`src/rtl/mcr_cfg.svh`:
```
// Register indices, field positions, reset values and divider figures
`ifndef MCR_CFG_SVH
`define MCR_CFG_SVH
`define MCR_ADDR_W 8
`define MCR_IDX_CTRL 6'h2c
`define MCR_IDX_BEEP 6'h2d
`define MCR_IDX_ISTAT 6'h2e
`define MCR_IDX_IMASK 6'h2f
`define MCR_CTRL_RST 8'h00
`define MCR_BEEP_RST 2'h0
`define MCR_IRQ_RST 2'h0
`define MCR_IRQ_B_TICK 0
`define MCR_IRQ_B_WAKE 1
`define MCR_RESP_OKAY 2'h0
`define MCR_RESP_SLVERR 2'h2
`define MCR_TB_DIV0 16000
`define MCR_TB_DIV1 32000
`define MCR_TB_DIV2 80000
`define MCR_TB_DIV3 200000
`define MCR_BEEP_REF_HZ 8000000
`define MCR_BEEP_HZ1 2000
`define MCR_BEEP_HZ2 1000
`define MCR_BEEP_HZ3 500
`endif

```
`src/rtl/mcr_pkg.sv`:
```
// Types shared by the clock and tick unit
package mcr_pkg;
  typedef enum logic [1:0] {MCR_RUN, MCR_TIMED_HALT, MCR_FULL_HALT} mcr_mode_t;
  typedef enum logic [2:0] {MCR_SEL_CTRL, MCR_SEL_BEEP, MCR_SEL_ISTAT, MCR_SEL_IMASK,
    MCR_SEL_NONE} mcr_sel_t;
  // Field order matches the control/status byte, bit 7 first
  typedef struct packed {
    logic clock_out_enable;
    logic [1:0] slow_divider_select;
    logic slow_mode_select;
    logic [1:0] time_base_select;
    logic tick_irq_enable;
    logic tick_irq_flag;
  } mcr_ctrl_t;
  typedef struct packed {
    logic awvalid;
    logic [7:0] awaddr;
    logic wvalid;
    logic [31:0] wdata;
    logic [3:0] wstrb;
    logic bready;
    logic arvalid;
    logic [7:0] araddr;
    logic rready;
  } mcr_axi_req_t;
  typedef struct packed {
    logic awready;
    logic wready;
    logic bvalid;
    logic [1:0] bresp;
    logic arready;
    logic rvalid;
    logic [31:0] rdata;
    logic [1:0] rresp;
  } mcr_axi_rsp_t;
  typedef struct packed {
    logic clk_out;
    logic clk_out_oe_n;
    logic beep_out;
    logic beep_oe_n;
  } mcr_pins_t;
endpackage : mcr_pkg

```
`src/rtl/mcr_top.sv`:
```
// Main clock controller with tick timer, clock-out and beeper behind AXI4-Lite
// What this block does
// - slow mode divides by 2, 4, 8, 16
// - normal mode passes oscillator clock to CPU
// - clock-out enable drives clock on pin
// - clock-out pin stops during timed halt
// - tick period 16000/32000/80000/200000 oscillator cycles
// - new time base applies after current period
// - period end sets flag; register read in run mode clears
// - interrupt needs enable and global mask clear
// - halt with enable enters timed halt
// - wait mode unaffected; tick wakes from wait
// - timed halt keeps counting; tick ends it
// - full halt freezes; tick cannot wake
// - control/status register resets to zero
// - tick and beep run apart from prescaler; clock-out follows prescaler
// - beep register drives beep pin tones
// - beep codes off, 2k, 1k, 500 Hz
`timescale 1ns/100ps
`include "mcr_cfg.svh"
module mcr_top import mcr_pkg::*; #(
  parameter int TB_DIV0 = `MCR_TB_DIV0,
  parameter int TB_DIV1 = `MCR_TB_DIV1,
  parameter int TB_DIV2 = `MCR_TB_DIV2,
  parameter int TB_DIV3 = `MCR_TB_DIV3,
  parameter int BEEP_HALF1 = `MCR_BEEP_REF_HZ / (2 * `MCR_BEEP_HZ1),
  parameter int BEEP_HALF2 = `MCR_BEEP_REF_HZ / (2 * `MCR_BEEP_HZ2),
  parameter int BEEP_HALF3 = `MCR_BEEP_REF_HZ / (2 * `MCR_BEEP_HZ3)
) (
  // Clock and reset
  input wire logic aclk,
  input wire logic aresetn,
  // Register bus
  input wire mcr_axi_req_t axi_req,
  output mcr_axi_rsp_t axi_rsp,
  // CPU power state
  input wire logic wait_mode,
  input wire logic halt_instr,
  input wire logic global_irq_mask,
  input wire logic ext_wake,
  // Clock and mode outputs
  output logic cpu_clk_en,
  output logic timed_halt,
  output logic full_halt,
  output logic wake_from_wait,
  // Interrupts
  output logic tick_irq_req,
  output logic irq,
  // Port pins
  output mcr_pins_t pins
);

  typedef struct packed {
    mcr_ctrl_t ctrl;
    logic [1:0] beep_freq_select;
    logic [1:0] irq_status;
    logic [1:0] irq_mask;
    mcr_mode_t mode;
    logic [1:0] tb_active;
    logic [17:0] tb_cnt;
    logic [3:0] pre_cnt;
    logic clk_out_q;
    logic [12:0] beep_cnt;
    logic beep_q;
    logic aw_have;
    logic [5:0] aw_idx;
    logic w_have;
    logic [7:0] wdata;
    logic w_lane;
    logic bvalid;
    logic [1:0] bresp;
    logic rvalid;
    logic [7:0] rdata;
    logic [1:0] rresp;
  } mcr_state_t;

  localparam mcr_state_t RESET_STATE = '{
    ctrl: `MCR_CTRL_RST, beep_freq_select: `MCR_BEEP_RST, irq_status: `MCR_IRQ_RST,
    irq_mask: `MCR_IRQ_RST, mode: MCR_RUN, default: '0};

  mcr_state_t s;
  mcr_state_t next_s;

  function automatic mcr_sel_t decode(input logic [5:0] idx);
    unique case (idx)
      `MCR_IDX_CTRL: decode = MCR_SEL_CTRL;
      `MCR_IDX_BEEP: decode = MCR_SEL_BEEP;
      `MCR_IDX_ISTAT: decode = MCR_SEL_ISTAT;
      `MCR_IDX_IMASK: decode = MCR_SEL_IMASK;
      default: decode = MCR_SEL_NONE;
    endcase
  endfunction : decode

  function automatic logic [17:0] tb_last(input logic [1:0] sel);
    unique case (sel)
      2'h0: tb_last = 18'(TB_DIV0 - 1);
      2'h1: tb_last = 18'(TB_DIV1 - 1);
      2'h2: tb_last = 18'(TB_DIV2 - 1);
      2'h3: tb_last = 18'(TB_DIV3 - 1);
    endcase
  endfunction : tb_last

  function automatic logic [12:0] beep_last(input logic [1:0] sel);
    unique case (sel)
      2'h1: beep_last = 13'(BEEP_HALF1 - 1);
      2'h2: beep_last = 13'(BEEP_HALF2 - 1);
      2'h3: beep_last = 13'(BEEP_HALF3 - 1);
      default: beep_last = 13'h0;
    endcase
  endfunction : beep_last

  logic running;
  logic osc_on;
  logic tb_done;
  logic [3:0] div_mask;
  logic do_write;
  logic do_read;
  mcr_sel_t wsel;
  mcr_sel_t rsel;
  logic rd_clear;
  logic tick_wake;
  logic [1:0] irq_events;
  logic slow_four;

  assign running = (s.mode == MCR_RUN);
  // Oscillator stops only in full halt
  assign osc_on = (s.mode != MCR_FULL_HALT);
  assign tb_done = osc_on && (s.tb_cnt == tb_last(s.tb_active));
  // ratio mask from slow divider field
  assign div_mask = {s.ctrl.slow_divider_select == 2'h3, s.ctrl.slow_divider_select >= 2'h2,
    s.ctrl.slow_divider_select != 2'h0, 1'b1};
  assign cpu_clk_en = running && (!s.ctrl.slow_mode_select ||
    ((s.pre_cnt & div_mask) == div_mask));
  assign do_write = s.aw_have && s.w_have && !s.bvalid;
  assign do_read = axi_req.arvalid && !s.rvalid;
  assign wsel = decode(s.aw_idx);
  assign rsel = decode(axi_req.araddr[7:2]);
  // reading the control register while running clears the flag
  assign rd_clear = do_read && running && (rsel == MCR_SEL_CTRL);
  assign tick_wake = tb_done && s.ctrl.tick_irq_enable;
  assign irq_events = {(s.mode == MCR_TIMED_HALT) && (tick_wake || ext_wake), tb_done};
  // The divide by 4 setting is in force and the core is running
  assign slow_four = running && s.ctrl.slow_mode_select && (s.ctrl.slow_divider_select == 2'h1);

  always_comb begin
    next_s = s;
    // Prescaler counts in run mode only and is not cleared on a ratio change, so switching ratio needs no resync
    next_s.pre_cnt = running ? s.pre_cnt + 4'h1 : s.pre_cnt;
    // tick counter and beep pin advance apart from the prescaler; clock-out follows it
    if (osc_on) begin
      if (tb_done) begin
        next_s.tb_cnt = 18'h0;
        // latch new time base only at period end
        next_s.tb_active = s.ctrl.time_base_select;
      end else begin
        next_s.tb_cnt = s.tb_cnt + 18'h1;
      end
    end
    // clock-out follows the CPU clock enable
    if (!s.ctrl.clock_out_enable) begin
      next_s.clk_out_q = 1'b0;
    end else if (cpu_clk_en) begin
      // no enables outside run, so the pin holds in halt
      next_s.clk_out_q = !s.clk_out_q;
    end
    if (s.beep_freq_select == 2'h0) begin
      next_s.beep_cnt = 13'h0;
      next_s.beep_q = 1'b0;
    end else if (osc_on) begin
      if (s.beep_cnt >= beep_last(s.beep_freq_select)) begin
        next_s.beep_cnt = 13'h0;
        next_s.beep_q = !s.beep_q;
      end else begin
        next_s.beep_cnt = s.beep_cnt + 13'h1;
      end
    end
    // set wins over the read clear
    next_s.ctrl.tick_irq_flag = tb_done || (s.ctrl.tick_irq_flag && !rd_clear);
    next_s.irq_status = s.irq_status | irq_events;
    // Write address and data are taken in either order
    if (axi_req.awvalid && !s.aw_have && !s.bvalid) begin
      next_s.aw_have = 1'b1;
      next_s.aw_idx = axi_req.awaddr[7:2];
    end
    if (axi_req.wvalid && !s.w_have && !s.bvalid) begin
      next_s.w_have = 1'b1;
      next_s.wdata = axi_req.wdata[7:0];
      next_s.w_lane = axi_req.wstrb[0];
    end
    if (do_write) begin
      next_s.aw_have = 1'b0;
      next_s.w_have = 1'b0;
      next_s.bvalid = 1'b1;
      next_s.bresp = (wsel == MCR_SEL_NONE) ? `MCR_RESP_SLVERR : `MCR_RESP_OKAY;
      if (s.w_lane && running) begin
        unique case (wsel)
          MCR_SEL_CTRL: begin
            // Flag bit is read-only to software
            next_s.ctrl = {s.wdata[7:1], next_s.ctrl.tick_irq_flag};
          end
          // beep register steers the beep pin
          MCR_SEL_BEEP: next_s.beep_freq_select = s.wdata[1:0];
          MCR_SEL_ISTAT: next_s.irq_status = irq_events | (s.irq_status & ~s.wdata[1:0]);
          MCR_SEL_IMASK: next_s.irq_mask = s.wdata[1:0];
          MCR_SEL_NONE: next_s.bresp = `MCR_RESP_SLVERR;
        endcase
      end
    end else if (s.bvalid && axi_req.bready) begin
      next_s.bvalid = 1'b0;
    end
    if (do_read) begin
      next_s.rvalid = 1'b1;
      next_s.rresp = (rsel == MCR_SEL_NONE) ? `MCR_RESP_SLVERR : `MCR_RESP_OKAY;
      unique case (rsel)
        MCR_SEL_CTRL: next_s.rdata = s.ctrl;
        MCR_SEL_BEEP: next_s.rdata = {6'h00, s.beep_freq_select};
        MCR_SEL_ISTAT: next_s.rdata = {6'h00, s.irq_status};
        MCR_SEL_IMASK: next_s.rdata = {6'h00, s.irq_mask};
        MCR_SEL_NONE: next_s.rdata = 8'h00;
      endcase
    end else if (s.rvalid && axi_req.rready) begin
      next_s.rvalid = 1'b0;
    end
    unique case (s.mode)
      MCR_RUN: begin
        if (halt_instr) begin
          // enable selects timed halt over full halt
          next_s.mode = s.ctrl.tick_irq_enable ? MCR_TIMED_HALT : MCR_FULL_HALT;
        end
      end
      MCR_TIMED_HALT: begin
        if (tick_wake || ext_wake) begin
          next_s.mode = MCR_RUN;
        end
      end
      MCR_FULL_HALT: begin
        // only an external wake leaves full halt
        if (ext_wake) begin
          next_s.mode = MCR_RUN;
        end
      end
      default: next_s.mode = MCR_RUN;
    endcase
  end

  always_ff @(posedge aclk) begin
    // all control bits clear at reset
    if (!aresetn) begin
      s <= RESET_STATE;
    end else begin
      s <= next_s;
    end
  end

  // request needs enable and open global mask
  assign tick_irq_req = s.ctrl.tick_irq_flag && s.ctrl.tick_irq_enable && !global_irq_mask;
  assign wake_from_wait = wait_mode && tick_irq_req;
  assign irq = |(s.irq_status & s.irq_mask);
  assign timed_halt = (s.mode == MCR_TIMED_HALT);
  assign full_halt = (s.mode == MCR_FULL_HALT);
  assign pins = '{clk_out: s.clk_out_q, clk_out_oe_n: !s.ctrl.clock_out_enable,
    beep_out: s.beep_q, beep_oe_n: (s.beep_freq_select == 2'h0)};
  assign axi_rsp = '{awready: !s.aw_have && !s.bvalid, wready: !s.w_have && !s.bvalid,
    bvalid: s.bvalid, bresp: s.bresp, arready: !s.rvalid, rvalid: s.rvalid,
    rdata: {24'h000000, s.rdata}, rresp: s.rresp};
endmodule : mcr_top

```
`config.mk`:
```
export PLATFORM = sky130hd
export DESIGN_NAME = mcr_top
export DESIGN_NICKNAME = d
export VERILOG_FILES = /design/src/rtl/mcr_pkg.sv /design/src/rtl/mcr_top.sv
export VERILOG_INCLUDE_DIRS = /design/src /design/src/rtl
export SDC_FILE = /design/constraint.sdc
export NUM_CORES = 1
export LEC_CHECK = 0
export ABC_CLOCK_PERIOD_IN_PS = 2800
export BUFFER_PORTS_ARGS = -buffer_cell sky130_fd_sc_hd__buf_2
export CAP_MARGIN = 0
export CORE_MARGIN = 10
export CORE_UTILIZATION = 45
export DETAILED_ROUTE_END_ITERATION = 12
export PLACE_DENSITY_LB_ADDON = 0.3
export SYNTH_ARGS = -nofsm -noshare
export SYNTH_HDL_FRONTEND = slang
export SYNTH_SLANG_ARGS = --single-unit
```
`constraint.sdc`:
```
create_clock -name aclk -period 2.8 [get_ports aclk]
set_input_delay 0.42 -clock aclk [delete_from_list [all_inputs] [get_ports aclk]]
set_output_delay 0.42 -clock aclk [all_outputs]
set_load 0.005 [all_outputs]
```
# Word level (Yosys, flattened, before mapping)
# Cells that the tools add are included.
# word_totals
register_bits,86
input_bits,63
out_inout_bits,51
elab_cells,149
# op_classes
addsub,3
order_cmp,2
n_eq_ne,31
n_mux,27
bitwise_logic,7
reduce_logical,53
# op_table
cell,count
18-bit one-hot mux with 4 select lines,1
"6-bit equality test, second input constant",8
8-bit one-hot mux with 5 select lines,1
13-bit two-way mux,3
13-bit one-hot mux with 3 select lines,1
3-bit one-hot mux with 4 select lines,2
1-bit logical AND,22
2-bit two-way mux,11
"18-bit by 1-bit adder with 18-bit output, second input constant",1
18-bit equality test,1
18-bit two-way mux,1
7-bit two-way mux,2
"13-bit by 1-bit adder with 13-bit output, second input constant",1
13-bit >= comparator,1
"2-bit equality test, second input constant",6
"3-bit by 2-bit equality test with 1-bit output, second input constant",4
3-bit AND reduction,4
1-bit zero test,10
"2-bit by 1-bit equality test with 1-bit output, second input constant",3
"3-bit by 1-bit equality test with 1-bit output, second input constant",2
"3-bit equality test, second input constant",2
2-bit zero test,3
3-bit zero test,2
"2-bit != test, second input constant",3
other kinds (15),28

# Logic depth before layout (Yosys ltp)
# depth
depth_word,11
ltp_mapped,10
depth_no_buf,9

# Least setup slack after synthesis
# No wires, ideal clock.
# synth_timing
path_kind,reg2reg
startpoint,reg s[76] (netlist bit)
endpoint,reg s[35] (netlist bit)
setup_time_ps,64
t_arrival_ps,2117
required_time_ps,2736
setup_slack_ps,619
stages_incl_launch_ff,10
path_buffers,1
synth_period_minus_slack_ps,2181
cell_sequence,dfxtp_1 > inv_1 > ha_1 > ha_1 > a211oi_1 > nor2_1 > o31ai_1 > nand4_1 > buf_2 > nor2_1
# synth_lines
element,line_no,source
"start, declared",mcr_top.sv:81,mcr_state_t s;
"start signal, assigned",mcr_top.sv:251,s <= next_s;

# Final worst setup path
# layout_timing
startpoint,reg s[77] (netlist bit)
endpoint,reg s[39] (netlist bit)
# layout_via
elab_chain_len,6
elab_cells_between_ends,10
cone_classes,order compare: 1; eq/ne: 3; mux: 4; reduce/logical: 2
# layout_rtl
element,line_no,source
2-bit equality test / 2-bit by 1-bit equality test with 1-bit output (equally long branches),mcr_top.sv:104,unique case (sel)
13-bit one-hot mux with 3 select lines,mcr_top.sv:104,
13-bit two-way mux,mcr_top.sv:169,end else if (osc_on) begin
13-bit two-way mux,mcr_top.sv:166,if (s.beep_freq_select == 2'h0) begin
13-bit >= comparator,mcr_top.sv:170,if (s.beep_cnt >= beep_last(s.beep_freq_select)) begin
13-bit two-way mux,mcr_top.sv:170,
# Several ways; a longest one is shown, not always the timed one. The select of a mux whose other input is x is not followed.
# A chain may end at the register's enable or synchronous reset.

==> report_table.html <==
<table>
<tr><th>Metric</th><th>Value</th></tr>
<tr><th colspan="2">Timing</th></tr>
<tr><td>Count of final hold-check violations</td><td>0</td></tr>
<tr><td>Final setup violating endpoints</td><td>0</td></tr>
<tr><td>Actual transition at the worst max-transition pin</td><td>0.665 ns</td></tr>
<tr><td>Setup TNS after final layout</td><td>0 ns</td></tr>
<tr><td>Highest clock rate</td><td>0.397 GHz</td></tr>
<tr><td>Max-slew violation total from the final report</td><td>0</td></tr>
<tr><td>Shortest clock period the worst path allows after layout</td><td>2.52 ns</td></tr>
<tr><td>Worst Clk Skew</td><td>0.0104 ns</td></tr>
<tr><td>Unrepaired setup endpoints after global routing</td><td>no</td></tr>
<tr><td>Period utilization</td><td>89.9%</td></tr>
<tr><td>Worst-case headroom to the max-slew limit</td><td>55.7%</td></tr>
<tr><th colspan="2">Global route</th></tr>
<tr><td>Grt total ovfl</td><td>0</td></tr>
<tr><td>GRT Total Usage</td><td>12.9%</td></tr>
<tr><td>First-pass GRT wire length</td><td>15.7 mm</td></tr>
<tr><td>Largest net degree at the start of global routing</td><td>46</td></tr>
<tr><td>Initial antenna violation count</td><td>0</td></tr>
<tr><td>Vias in the first global route</td><td>3338</td></tr>
<tr><th colspan="2">CTS</th></tr>
<tr><td>Clock-pin slew on the worst setup and hold paths</td><td>0.09 ns</td></tr>
<tr><td>CTS Hold Buffers Added</td><td>0</td></tr>
<tr><td>TritonCTS clock tree</td><td>yes</td></tr>
<tr><td>Clock Latency Late Sink</td><td>0.35 ns</td></tr>
<tr><td>Count of cells resized by post-cts repair</td><td>0</td></tr>
<tr><td>Clock root buffer</td><td>sky130_fd_sc_hd__clkbuf_8</td></tr>
<tr><td>Clock Path Buffers</td><td>2</td></tr>
<tr><td>Post-CTS setup repair buffer count</td><td>0</td></tr>
<tr><td>CTS Buf Count</td><td>9</td></tr>
<tr><td># clock sinks</td><td>84</td></tr>
<tr><td>H-tree Lvls</td><td>3</td></tr>
<tr><th colspan="2">Placement</th></tr>
<tr><td>Count of input and output buffers</td><td>56</td></tr>
<tr><td>Detailed Place HPWL</td><td>7.14 mm</td></tr>
<tr><td>Global placer's final weighted congestion</td><td>0.859</td></tr>
<tr><td>Placed Cells incl. Taps</td><td>682</td></tr>
<tr><th colspan="2">Worst setup path</th></tr>
<tr><td>Data arrival time of the worst path</td><td>2.76 ns</td></tr>
<tr><td>Max Fanout on Critical Path</td><td>10</td></tr>
<tr><td>Required time of the critical path</td><td>3.04 ns</td></tr>
<tr><td>Kind of end point of the critical path</td><td>flop</td></tr>
<tr><td>Category of the worst setup path launch point</td><td>flop</td></tr>
<tr><td>Crit Path Class</td><td>reg2reg</td></tr>
<tr><th colspan="2">Die</th></tr>
<tr><td>Initial core utilization</td><td>46.2%</td></tr>
<tr><td>I/O pins</td><td>114</td></tr>
<tr><td>Die outline area</td><td>14400 um^2</td></tr>
<tr><td>Die boundary width</td><td>120 um</td></tr>
<tr><td>Floorplan core area</td><td>9770 um^2</td></tr>
<tr><td>Floorplan row count</td><td>36</td></tr>
<tr><td>Vert. Die Dim</td><td>120 um</td></tr>
<tr><th colspan="2">Routing</th></tr>
<tr><td>DR pass1 iterations</td><td>4</td></tr>
<tr><td>Via count</td><td>3439</td></tr>
<tr><td>WL per Instance</td><td>13.2 um</td></tr>
<tr><td>Routed Wire Length</td><td>9.20 mm</td></tr>
<tr><td>DRC violations left</td><td>0</td></tr>
<tr><td>Via density</td><td>4.93</td></tr>
<tr><td>Number of DRC violations after detailed-routing iteration 0</td><td>108</td></tr>
<tr><td>Post-route antenna net violation count</td><td>0</td></tr>
<tr><th colspan="2">Run</th></tr>
<tr><td>Max-cap violation count</td><td>0</td></tr>
<tr><th colspan="2">Yosys</th></tr>
<tr><td>Async S/R FF share, synth</td><td>0%</td></tr>
<tr><td>Largest cells by area after synthesis</td><td>sky130_fd_sc_hd__dfxtp_1 (37%), sky130_fd_sc_hd__buf_4 (6.8%), sky130_fd_sc_hd__ha_1 (5.5%)</td></tr>
<tr><td>Portion of the post-synthesis area used by sequential elements</td><td>37.2%</td></tr>
<tr><td>Number of library cell types mapped by synthesis</td><td>59</td></tr>
<tr><td>Cell type contributing the most total cell area after synthesis</td><td>sky130_fd_sc_hd__dfxtp_1</td></tr>
<tr><td>Mapped Cells</td><td>518</td></tr>
<tr><td>Register bit count reported by yosys</td><td>84</td></tr>
<tr><td>Area share of the largest cell type after synthesis</td><td>37.2%</td></tr>
<tr><td>Syn Area/Cell</td><td>8.72 um^2</td></tr>
<tr><td>Leading register cell type out of synthesis</td><td>sky130_fd_sc_hd__dfxtp_1</td></tr>
<tr><td>Number of enable flip-flop cells after synthesis</td><td>0</td></tr>
<tr><td>Post-synthesis instance area</td><td>4520 um^2</td></tr>
<tr><td>Ys Warns</td><td>0</td></tr>
<tr><th colspan="2">Power</th></tr>
<tr><td>Standby leakage power</td><td>1.92 nW</td></tr>
<tr><td>Final total power</td><td>2.32 mW</td></tr>
<tr><td>Maximum vdd drop</td><td>0.000225 V</td></tr>
<tr><td>Power density over cell area</td><td>470 nW/um^2</td></tr>
<tr><th colspan="2">Layout</th></tr>
<tr><td>Number of antenna cells inserted</td><td>0</td></tr>
<tr><td>Final-stage net count</td><td>643</td></tr>
<tr><td>Total area of multi-input combinational cells</td><td>2480 um^2</td></tr>
<tr><td>Most common cell after layout, fill and taps aside</td><td>sky130_fd_sc_hd__dfxtp_1</td></tr>
<tr><td>Sequential cell area</td><td>1680 um^2</td></tr>
<tr><td>Most used cells in the layout excluding fill and tap cells</td><td>sky130_fd_sc_hd__dfxtp_1 (84), sky130_fd_sc_hd__nor2_1 (58), sky130_fd_sc_hd__buf_2 (56)</td></tr>
<tr><td>Final standard cell count with taps included and fillers excluded</td><td>698</td></tr>
<tr><td>Area overhead of the layout relative to synthesis</td><td>9.20%</td></tr>
<tr><td>Filler cell count</td><td>971</td></tr>
<tr><td>Proportion of layout cells with a drive suffix above 1</td><td>15.8%</td></tr>
<tr><td>End-of-flow core utilization</td><td>50.5%</td></tr>
<tr><th colspan="2">Hold path</th></tr>
<tr><td>Type of the most critical hold path</td><td>in2reg</td></tr>
<tr><th colspan="2">Outcome</th></tr>
<tr><td>Outcome</td><td>finished clean</td></tr>
</table>
## logic make-up after synthesis
| group | synth area share (%) |
|---|---|
| and+or+nand+nor | 25.5 |
| DFF | 37.2 |
| buffers and inverters | 10.1 |
| AOI/OAI and AO/OA | 10.2 |
| xor gates and xnor gates | 6.21 |
| muxes | 4.88 |
| adders and majority gates | 5.79 |
| other | 0.0830 |
## Yosys cell counts, types with 4 or more instances
cell	instances
sky130_fd_sc_hd__a21boi_0	15
sky130_fd_sc_hd__a21oi_1	8
sky130_fd_sc_hd__a22oi_1	6
sky130_fd_sc_hd__and2_1	9
sky130_fd_sc_hd__and3_1	7
sky130_fd_sc_hd__buf_4	41
sky130_fd_sc_hd__clkbuf_1	8
sky130_fd_sc_hd__dfxtp_1	84
sky130_fd_sc_hd__ha_1	20
sky130_fd_sc_hd__inv_1	23
sky130_fd_sc_hd__mux2i_1	22
sky130_fd_sc_hd__nand2_1	43
sky130_fd_sc_hd__nand2b_1	8
sky130_fd_sc_hd__nand3_1	13
sky130_fd_sc_hd__nand3b_1	5
sky130_fd_sc_hd__nand4_1	11
sky130_fd_sc_hd__nor2_1	58
sky130_fd_sc_hd__nor2b_1	30
sky130_fd_sc_hd__nor3_1	11
sky130_fd_sc_hd__nor4_1	4
sky130_fd_sc_hd__o21ai_0	10
sky130_fd_sc_hd__xnor2_1	24
sky130_fd_sc_hd__xor2_1	8
## state kept, by name, indices dropped and copies added (netlist names)
name,count
axi_rsp,12
pins,2
s,70
## per-stage QoR
step                      hold WS [ns]  cell area, um^2  setup WS (ns)
after global placement           0.457             4720          0.351
after CTS                        0.287             4930          0.250
after detailed placement         0.461             4720          0.274
after global routing             0.306             4930         0.0157
after floorplan                  0.437             4610          0.619
final                            0.302             4930          0.282
## path summary, 6_finish.rpt
check	start	end	slack [ns]	cells after the start
setup / recovery	s[77]	s[39]	0.28	9
hold / removal	axi_req[9]	axi_rsp[34]	0.30	2
setup reg to reg	s[77]	s[39]	0.28	9
hold reg to reg	s[20]	s[20]	0.47	2
## power by group
group / switching (mW) / leakage [nW] / internal (mW)
clock: 0.447 / 0.0955 / 0.443
combinational: 0.0985 / 1.15 / 0.0753
sequential: 0.0277 / 0.681 / 1.23
total: 0.574 / 1.92 / 1.75
## critical path: stages, from the launching register on
cell and delay, ns:
sky130_fd_sc_hd__dfxtp_1 0.41, sky130_fd_sc_hd__inv_1 0.11, sky130_fd_sc_hd__ha_1 0.32, sky130_fd_sc_hd__ha_1 0.36, sky130_fd_sc_hd__nand4_1 0.17, sky130_fd_sc_hd__nor4_1 0.46
sky130_fd_sc_hd__o31ai_2 0.13, sky130_fd_sc_hd__nand4_1 0.18, sky130_fd_sc_hd__buf_4 0.20, sky130_fd_sc_hd__nor2_1 0.07
## area by class of cell
cell class	instances	area share, %
clock buffers	10	2.79
clock inverters	6	1.42
inverters	24	1.83
multi-input cells	381	50.2
flip-flops and latches	84	34.1
well taps	133	3.37
repair buffers	60	6.29
## per-layer routing
metal	vias up	GRT usage, %	share of wire, %
met5	-	0	0
met3	13	3.49	5.3
met1	1573	15.8	46
met4	0	5.13	1.7
met2	78	21.0	47
li1	1775	-	-
Power figures use the tool's default switching activity.
